==> src/inc/tpw_pkg.sv <==
package tpw_pkg;

	// Bus geometry
	localparam int unsigned ADDR_W = 12;
	localparam int unsigned DATA_W = 32;

	// Register indices; the byte address is four times the index
	localparam logic [7:0] IDX_MODE = 8'hda;
	localparam logic [7:0] IDX_COUNT = 8'hdb;
	localparam logic [7:0] IDX_REF = 8'hcd;
	localparam logic [7:0] IDX_IRQ = 8'hc8;
	localparam logic [11:0] ADDR_MODE = {2'h0, IDX_MODE, 2'h0};
	localparam logic [11:0] ADDR_COUNT = {2'h0, IDX_COUNT, 2'h0};
	localparam logic [11:0] ADDR_REF = {2'h0, IDX_REF, 2'h0};
	localparam logic [11:0] ADDR_IRQ = {2'h0, IDX_IRQ, 2'h0};

	// Mode register fields
	localparam int unsigned MODE_PWM_OUT = 0;
	localparam int unsigned MODE_TONE_OUT = 1;
	localparam int unsigned MODE_RELOAD = 2;
	localparam int unsigned MODE_CLK_SRC = 3;
	localparam int unsigned MODE_RATE_LSB = 4;
	localparam int unsigned MODE_RATE_MSB = 6;
	localparam int unsigned MODE_ENABLE = 7;

	// Interrupt register fields
	localparam int unsigned IRQ_FLAG = 0;
	localparam int unsigned IRQ_EN = 1;

	// Values after reset
	localparam logic [7:0] MODE_RST = 8'h00;
	localparam logic [7:0] COUNT_RST = 8'h00;
	localparam logic [7:0] REF_RST = 8'h00;

	// Count moduli as masks: 256, 64, 32, 16
	localparam logic [7:0] MOD_256 = 8'hff;
	localparam logic [7:0] MOD_64 = 8'h3f;
	localparam logic [7:0] MOD_32 = 8'h1f;
	localparam logic [7:0] MOD_16 = 8'h0f;

	// Prescaler: rate 0 divides by 256, rate 7 by 2
	localparam int unsigned PRE_W = 8;
	localparam logic [7:0] PRE_FULL = 8'hff;

	typedef struct packed {
		logic psel;
		logic penable;
		logic pwrite;
		logic [11:0] paddr;
		logic [31:0] pwdata;
	} tpw_apb_req_t;

	typedef struct packed {
		logic [31:0] prdata;
		logic pready;
		logic pslverr;
	} tpw_apb_rsp_t;

	// Shared pin: level, enable, and whether the timer owns it
	typedef struct packed {
		logic o;
		logic oe;
		logic func;
	} tpw_pin_t;

	typedef struct packed {
		logic [7:0] mode;
		logic [7:0] cnt;
		logic [7:0] ref_buf;
		logic [7:0] ref_act;
		logic irq_flag;
		logic irq_en;
		logic irq_req;
		logic [7:0] div;
		logic ext_prev;
		logic tone;
		logic pwm;
		tpw_pin_t pin;
		tpw_apb_rsp_t rsp;
	} tpw_state_t;

endpackage

==> src/tpw_top.sv <==
`timescale 1ns/1ns
// Operation
// - Tone pin toggles on each overflow: tone is half the overflow rate.
// - Tone enabled takes the shared pin from GPIO and drives the tone unless PWM output is also enabled.
// - Clearing timer enable halts counting and stops tone and PWM.
// - Prescale select is mode bits 4..6, ignored for external events.
// - In PWM, reload and tone bits pick modulus 256, 64, 32 or 16.
// - PWM high while count below reference, low once equal or above.
// - Count wrap to zero is overflow and sets PWM high again for a nonzero reference.
// - Reference zero keeps PWM low for the whole period.
// - Reference writes are buffered and go active at next overflow.
// - Reference is write-only; software writes plain computed values.
// - PWM output enable routes PWM to shared pin, GPIO off.
// - Interrupt flag still rises on each overflow in PWM mode.
// - Clock source bit: 0 internal prescaled, 1 external event pin.
// - In PWM mode reload is automatic; reload and tone bits pick the boundary.
module tpw_top #(
	parameter int unsigned EXT_SYNC_STAGES = 2
) (
	// Clock and reset
	input wire logic pclk,
	input wire logic presetn,
	// APB slave
	input wire tpw_pkg::tpw_apb_req_t apb_req,
	output tpw_pkg::tpw_apb_rsp_t apb_rsp,
	// External event pin, asynchronous
	input wire logic ext_event_pin,
	// General-purpose port driver of the shared pin
	input wire logic gpio_o,
	input wire logic gpio_oe,
	// Shared output pin
	output tpw_pkg::tpw_pin_t shared_output_pin,
	// Timer interrupt request, flag gated by enable
	output logic timer_irq_req
);

	initial begin
		if (EXT_SYNC_STAGES < 2) begin
			$error("tpw_top needs at least two sync stages");
		end
	end

	tpw_pkg::tpw_state_t s_q;
	tpw_pkg::tpw_state_t s_d;
	logic ext_s;

	// External event pin crosses into pclk before anything reads it
	tpw_sync #(
		.STAGES(EXT_SYNC_STAGES)
	) u_ext_sync (
		.clk(pclk),
		.rst_n(presetn),
		.d(ext_event_pin),
		.q(ext_s)
	);

	// Decoded mode fields
	logic timer_enable_bit;
	logic pwm_output_enable;
	logic tone_output_enable;
	logic reload_select;
	logic clock_source_select;
	logic [2:0] prescale_select;

	assign timer_enable_bit = s_q.mode[tpw_pkg::MODE_ENABLE];
	assign pwm_output_enable = s_q.mode[tpw_pkg::MODE_PWM_OUT];
	assign tone_output_enable = s_q.mode[tpw_pkg::MODE_TONE_OUT];
	assign reload_select = s_q.mode[tpw_pkg::MODE_RELOAD];
	assign clock_source_select = s_q.mode[tpw_pkg::MODE_CLK_SRC];
	assign prescale_select =
		s_q.mode[tpw_pkg::MODE_RATE_MSB:tpw_pkg::MODE_RATE_LSB];

	// APB phase decode; one wait state so read data comes from a flop
	logic acc;
	logic acc_done;
	logic wr;
	logic hit_mode;
	logic hit_count;
	logic hit_ref;
	logic hit_irq;
	logic hit_any;

	assign acc = apb_req.psel & apb_req.penable;
	assign acc_done = acc & s_q.rsp.pready;
	assign wr = acc_done & apb_req.pwrite;
	assign hit_mode = apb_req.paddr == tpw_pkg::ADDR_MODE;
	assign hit_count = apb_req.paddr == tpw_pkg::ADDR_COUNT;
	assign hit_ref = apb_req.paddr == tpw_pkg::ADDR_REF;
	assign hit_irq = apb_req.paddr == tpw_pkg::ADDR_IRQ;
	assign hit_any = hit_mode | hit_count | hit_ref | hit_irq;

	// Prescaler tick: all ones in the low (8 - rate) bits of the divider
	logic [7:0] pre_mask;
	logic pre_tick;
	logic ext_tick;
	logic step;

	assign pre_mask = tpw_pkg::PRE_FULL >> prescale_select;
	assign pre_tick = &(s_q.div | ~pre_mask);
	assign ext_tick = ext_s & ~s_q.ext_prev;

	// Source choice; the rate field plays no part for events
	assign step = timer_enable_bit &
		(clock_source_select ? ext_tick : pre_tick);

	// Modulus mask: 256 unless PWM picks a shorter period
	logic [7:0] mod_mask;

	always_comb begin
		mod_mask = tpw_pkg::MOD_256;
		if (pwm_output_enable) begin
			case ({reload_select, tone_output_enable})
				2'b00: mod_mask = tpw_pkg::MOD_256;
				2'b01: mod_mask = tpw_pkg::MOD_64;
				2'b10: mod_mask = tpw_pkg::MOD_32;
				2'b11: mod_mask = tpw_pkg::MOD_16;
				default: mod_mask = tpw_pkg::MOD_256;
			endcase
		end
	end

	// Overflow: the masked count sits at the top of the modulus
	logic [7:0] cnt_m;
	logic ovf;

	assign cnt_m = s_q.cnt & mod_mask;
	assign ovf = step & (cnt_m == mod_mask);

	// Next state of the whole block
	always_comb begin
		s_d = s_q;

		// Divider runs freely so the rate can change without a restart
		s_d.div = s_q.div + 8'h01;
		s_d.ext_prev = ext_s;

		// Counting; reload of the reference only outside PWM
		if (ovf) begin
			s_d.ref_act = s_q.ref_buf;
			if (!pwm_output_enable && reload_select) begin
				s_d.cnt = s_q.ref_buf;
			end else begin
				s_d.cnt = tpw_pkg::COUNT_RST;
			end
		end else if (step) begin
			s_d.cnt = cnt_m + 8'h01;
		end

		// Overflow raises the flag in every mode, PWM included
		if (ovf) begin
			s_d.irq_flag = 1'b1;
		end

		// Tone toggles once per overflow, half the overflow rate
		if (ovf && tone_output_enable && !pwm_output_enable) begin
			s_d.tone = ~s_q.tone;
		end

		// Register writes take effect at the completing edge only
		if (wr && hit_mode) begin
			s_d.mode = apb_req.pwdata[7:0];
		end
		if (wr && hit_count) begin
			s_d.cnt = apb_req.pwdata[7:0];
		end
		if (wr && hit_ref) begin
			s_d.ref_buf = apb_req.pwdata[7:0];
		end
		if (wr && hit_irq) begin
			s_d.irq_en = apb_req.pwdata[tpw_pkg::IRQ_EN];
			// Writing zero clears; an overflow in the same cycle wins
			if (!apb_req.pwdata[tpw_pkg::IRQ_FLAG] && !ovf) begin
				s_d.irq_flag = 1'b0;
			end
		end
		s_d.irq_req = s_d.irq_flag & s_d.irq_en;

		// PWM level follows the compare, so a zero reference stays low
		s_d.pwm = timer_enable_bit & pwm_output_enable &
			((s_d.cnt & mod_mask) < (s_d.ref_act & mod_mask));
		if (!timer_enable_bit) begin
			s_d.pwm = 1'b0;
		end

		// Pin ownership: either output takes the pin away from GPIO
		s_d.pin.func = pwm_output_enable | tone_output_enable;
		if (pwm_output_enable) begin
			s_d.pin.o = s_d.pwm;
			s_d.pin.oe = 1'b1;
		end else if (tone_output_enable) begin
			// A stopped timer freezes the tone level rather than forcing it
			s_d.pin.o = s_q.tone;
			s_d.pin.oe = 1'b1;
		end else begin
			s_d.pin.o = gpio_o;
			s_d.pin.oe = gpio_oe;
		end

		// APB answer: ready one cycle into the access phase
		s_d.rsp.pready = acc & ~s_q.rsp.pready;
		s_d.rsp.pslverr = acc & ~s_q.rsp.pready & ~hit_any;
		s_d.rsp.prdata = 32'h0000_0000;
		if (acc && !s_q.rsp.pready && !apb_req.pwrite) begin
			if (hit_mode) begin
				s_d.rsp.prdata = {24'h00_0000, s_q.mode};
			end else if (hit_count) begin
				s_d.rsp.prdata = {24'h00_0000, s_q.cnt};
			end else if (hit_irq) begin
				s_d.rsp.prdata = {30'h0000_0000, s_q.irq_en,
					s_q.irq_flag};
			end
			// Reference reads as zero: the buffer is not readable
		end
	end

	// Single state register; reset leaves the pin to GPIO, tone low
	always_ff @(posedge pclk or negedge presetn) begin
		if (!presetn) begin
			s_q <= '0;
			s_q.mode <= tpw_pkg::MODE_RST;
			s_q.cnt <= tpw_pkg::COUNT_RST;
			s_q.ref_buf <= tpw_pkg::REF_RST;
			s_q.ref_act <= tpw_pkg::REF_RST;
		end else begin
			s_q <= s_d;
		end
	end

	// Outputs straight from the state flops
	assign apb_rsp = s_q.rsp;
	assign shared_output_pin = s_q.pin;
	assign timer_irq_req = s_q.irq_req;

endmodule

==> src/tpw_sync.sv <==
`timescale 1ns/1ns
module tpw_sync #(
	parameter int unsigned STAGES = 2
) (
	// Clock and reset
	input wire logic clk,
	input wire logic rst_n,
	// Asynchronous level in, synchronised level out
	input wire logic d,
	output logic q
);

	logic [STAGES-1:0] chain_q;

	// Fewer than two stages gives no protection against metastability
	initial begin
		if (STAGES < 2) begin
			$error("tpw_sync needs at least two stages");
		end
	end

	// Only the last stage is visible to the rest of the logic
	always_ff @(posedge clk or negedge rst_n) begin
		if (!rst_n) begin
			chain_q <= '0;
		end else begin
			chain_q <= {chain_q[STAGES-2:0], d};
		end
	end

	assign q = chain_q[STAGES-1];

endmodule

==> config.mk <==
export PLATFORM = sky130hd
export DESIGN_NAME = tpw_top
export DESIGN_NICKNAME = d
export VERILOG_FILES = /design/src/inc/tpw_pkg.sv /design/src/tpw_top.sv /design/src/tpw_sync.sv
export SDC_FILE = /design/constraint.sdc
export NUM_CORES = 1
export LEC_CHECK = 0
export BUFFER_PORTS_ARGS = -buffer_cell sky130_fd_sc_hd__buf_2
export CAP_MARGIN = 20
export CORE_UTILIZATION = 55
export CTS_BUF_LIST = sky130_fd_sc_hd__clkbuf_8
export DETAILED_ROUTE_END_ITERATION = 8
export MAX_ROUTING_LAYER = met4
export PLACE_DENSITY = 0.83
export SLEW_MARGIN = 20
export SYNTH_ARGS = -nofsm -noshare
export SYNTH_HDL_FRONTEND = slang
export SYNTH_HIERARCHICAL = 1
export SYNTH_SLANG_ARGS = --single-unit
==> constraint.sdc <==
create_clock -name pclk -period 3.2 [get_ports pclk]
set_input_delay 0.48 -clock pclk [delete_from_list [all_inputs] [get_ports pclk]]
set_output_delay 0.48 -clock pclk [all_outputs]
set_load 0.01 [all_outputs]
==> Word level (Yosys, flattened, before mapping) <==
Cells that the tools add are included.
{ "classes": {"n_bitwise": 24, "n_mux": 18, "addsub": 2, "magnitude_cmp": 1, "n_reduce_logical": 17, "eq_ne": 8, "shifts": 1} }
{ "ops": {"columns": ["cell", "n"], "rows": [
  ["$mux W8", 9],
  ["$eq A12 B10 Y1 const B", 4],
  ["$pmux W8 S4", 1],
  ["$and A8 B8 Y8", 3],
  ["$add A8 B1 Y8 const B", 2],
  ["$and A1 B1 Y1", 11],
  ["$logic_and A1 B1 Y1", 10],
  ["$eq A8 B8 Y1", 1],
  ["$lt A8 B8 Y1", 1],
  ["$mux W2", 4],
  ["$not A8 Y8", 1],
  ["$or A8 B8 Y8", 1],
  ["$reduce_and A8 Y1", 1],
  ["$shr A8 B3 Y8 const A", 1],
  ["$logic_not A1 Y1", 5],
  ["$eq A2 B2 Y1 const B", 2],
  ["$mux W1", 4],
  ["$not A1 Y1", 4],
  ["$or A1 B1 Y1", 4],
  ["$eq A2 B1 Y1 const B", 1],
  ["$logic_not A2 Y1", 1]
]} }
{ "totals": {"out_inout_bits": 38, "elab_cells": 88, "input_bits": 52, "reg_bits": 84} }

==> Depth between registers and ports, before layout <==
{ "depth": {"word_depth": 14, "mapped_depth": 13, "depth_no_buf": 13} }

==> Cells and area by module <==
The synthesis kept the hierarchy.
{ "by_module_without_submodules": {"columns": ["module", "area_per_inst_um2", "seq_area_each_um2", "cells_per_inst", "n_inst"], "rows": [
  ["tpw_top", 3353.2, 1451.4, 328, 1],
  ["tpw_sync", 50.0, 50.0, 2, 1]
]} }

==> Least setup slack after synthesis <==
No wires, ideal clock.
{ "synth_path": {"kind": "reg-to-reg", "start": "register s_q[67] (netlist name)", "end": "register s_q (netlist bit shared_output_pin[2])", "stages_incl_launch_ff": 14, "setup_slack_ps": 373, "arrival_ps": 2724, "path_buffers": 0, "required_time_ps": 3096, "period_less_slack_ps": 2827, "setup_ps": 104, "cell_sequence": "dfrtp_1 ha_1 nand3_2 a211o_1 o31ai_1 a211oi_1 a211o_1 and2_1 ha_1 a21oi_1 nor2b_1 o21ai_0 nand4_1 o41ai_2"} }
{ "synth_rtl": {"columns": ["element", "line", "text"], "rows": [
  ["from (decl)", "tpw_top.sv:43", "tpw_pkg::tpw_state_t s_q;"]
]} }

==> out/results.ini <==
[yosys]
synth_top_area_share_pct = 44.12
synth-edff-count = 0
netlist_instances = 330
ys_types = 59
synthArstFlopShare_pct = 100.0
synth_area_leader_cell = dfrtp_1
synth_area_sq_mm = 0.003403
avgSynthCellArea_sq_um = 10.31
synthTopCellsByArea = dfrtp_1 (44%), buf_4 (8.4%), mux2_2 (7.3%)
synthFlopType = dfrtp_1
ys_seq_elements = 60
synth-warning-count = 6
yosysSeqAreaShare_pct = 44.12

[run]
cap_violations = 0

[drt]
dr.pass1.iters = 9
drt-wirelength-per-cell_microns = 15.97
drt_wl_total_microns = 7569
via_count = 2716
drc = 11
drtAntennaViolNets = 0
via_per_inst = 5.730
drt-initial-drc-count = 256

[grt]
antenna_found_initial = 0
grt_max_degree = 38
track_usage_pct = 25.89
overflow = 0
grt_pass1_vias = 2563
grt_pass1_wl_microns = 12250

[pwr]
power_density_mw_per_mm2 = 399.1
vdd_drop_max_v = 0.0002366
p_leak_nw = 1.999

[placement]
dpl_worst_slack_ns = 0.07522
routabilityCongestion = 0.9228
numPortBuffers = 41
place_area_sq_mm = 0.003722
dp.final_hpwl_microns = 5558

[setup_path]
reg2reg_depth = 13
arrival_ns = 3.29
cp-start-kind = flip-flop
slowest_stage = dfrtp_1
end_kind = flip-flop
cpPeakStageDelay_ns = 0.35
crit_chain = ha_1, nand3_2, buf_4, a211oi_2, nand2_2, a31o_2, a211oi_2, nor3_1, ha_1, and4_1, o211ai_1, a41oi_1, o41ai_2
cp.required_ns = 3.41
critPathMaxFanout = 4
worst-setup-path-type = flip-flop to flip-flop

[sta]
finalCriticalPeriod_ns = 3.073
worst_clock_skew_ns = 0.007478
finalMaxSlewViolations = 0
setup_viol = 0
slew_headroom_pct = 38.82
fmax_mhz = 325.4
worst_pin_slew_ns = 0.9128
fin_tns_setup_ns = 0
timing.final.ws_setup_ns = 0.1269
hold_viol = 0
post-route-period-util_pct = 96.04

[min_path]
worstHoldPathType = input port to async pin

[clocking]
cts_buffers = 9
clock_sink_count = 60
cts_tree = done
cts_root_buf = clkbuf_8
clock_path_buffers = 2
cts.clk_slew.worst_paths_ns = 0.07
htree_levels = 3
hold_buffers = 0
clock_latency_ns = 0.34

[die]
fp.dieW_microns = 80.66
io_pins = 90
num_rows = 28
die_h_microns = 80.66
core_region_area_sq_mm = 0.005956
start_util_pct = 57.14
dieArea_sq_mm = 0.006506

[outcome]
status = complete, but fails checks
failed_checks = design-rule violations

[final_layout]
fin_area_sq_mm = 0.003979
area_growth_pct = 16.91
utilization_pct = 66.81
fin_nets = 455
antenna_cells = 0
layout_commonest_cell = dfrtp_1
layout_common_cells = dfrtp_1 (59), buf_2 (41), buf_4 (32), nand2_1 (29)
final_layout_size_suffix_gt1_share_pct = 33.08

report_power, final:
part	internal [mW]	switching, mW	leakage [nW]
Combinational	0.0251	0.0504	1.11
Clock	0.453	0.295	0.115
Sequential	0.763	0.00196	0.773
routing by layer:
layer	wire length, microns	track usage, %
met5	0	-
met4	167	11.43
met3	584	5.341
met2	3647	41.86
met1	3170	31.19
worst max-delay path, delay by kind of cell (launching register included):
kind / cells / cell delay (ns)
AO/OA/AOI/OAI: 6 / 1.28
AND/OR/NAND/NOR: 4 / 0.65
adder cells (fa/ha/maj): 2 / 0.50
flip-flops: 1 / 0.35
buffers and inverters: 1 / 0.17
cell type report:
type / count / area, sq um
inverters: 10 / 37.54
flip-flops and latches: 60 / 1503
clock buffers: 10 / 137.6
multi-input cells: 239 / 1662
fillers: 465 / 1977
repair buffers: 74 / 465.4
clock inverters: 6 / 80.08
well taps: 75 / 93.84
synth_stat cells, types with 2 or more instances:
library cell	instances
nor3_1	6
nor2b_1	3
xnor2_1	4
buf_4	38
and4_1	3
nand2b_1	2
o21ai_0	13
or3_1	2
a311oi_1	2
a22oi_1	3
o31ai_1	3
inv_1	10
o211ai_1	3
o21a_1	2
mux2_2	22
buf_2	3
nor3_2	2
nand3b_1	3
ha_1	9
nor4_1	3
nand2_1	29
a211o_1	2
and3_1	3
a211oi_2	3
nor2_1	24
a21oi_1	10
nand4_1	5
nand3_1	7
a31oi_1	2
a211oi_1	3
o21ai_1	2
mux2i_1	12
xor2_1	3
or2_2	2
and2_1	3
dfrtp_1	60
clkbuf_1	2
cell families (layout without fill, tap and decap cells):
kind of cell / count (synthesis) / after routing / synth area share (%)
compound gates: 56 / 56 / 11.95
xor+xnor: 7 / 7 / 1.802
fa+ha+maj: 9 / 9 / 3.309
buf+inv: 54 / 100 / 10.26
flops: 60 / 60 / 44.12
mux: 34 / 34 / 10.81
other cells: 1 / 24 / 0.1102
simple gates: 109 / 109 / 17.65
state kept, by name, indices dropped and copies added (netlist names):
| register | cells |
|---|---|
| s_q | 38 |
| apb_rsp | 10 |
| prescale_select | 3 |
| shared_output_pin | 3 |
| u_ext_sync/chain_q | 2 |
| clock_source_select | 1 |
| pwm_output_enable | 1 |
| reload_select | 1 |
| timer_irq_req | 1 |
metrics by stage:
stage | power [mW] | hold WS, ns | std cells
after CTS | 1.598 | 0.2493 | 472
after detailed placement | 0.8555 | 0.3347 | 456
final | 1.588 | 0.2238 | 474
after global routing | 1.650 | 0.2376 | 474
after global placement | 0.8533 | 0.3333 | 456
after floorplan | 0.8354 | 0.1844 | 353
worst paths after layout:
path                                  startpoint                     to  slack, ns
min                                      presetn     prescale_select[2]       0.22
max                                      s_q[67]   shared_output_pin[2]       0.13
max in group asynchronous                presetn                s_q[49]       2.16
min reg2reg                u_ext_sync/chain_q[0]  u_ext_sync/chain_q[1]       0.35
min in group pclk                  ext_event_pin  u_ext_sync/chain_q[0]       0.25
max reg2reg                              s_q[67]   shared_output_pin[2]       0.13
timing repair:
action                     in CTS  in global routing
buffers inserted                0                  2
resized for setup               0                  6
setup endpoints to repair       0                  1
Note: power is estimated with default switching activity, not from simulation.
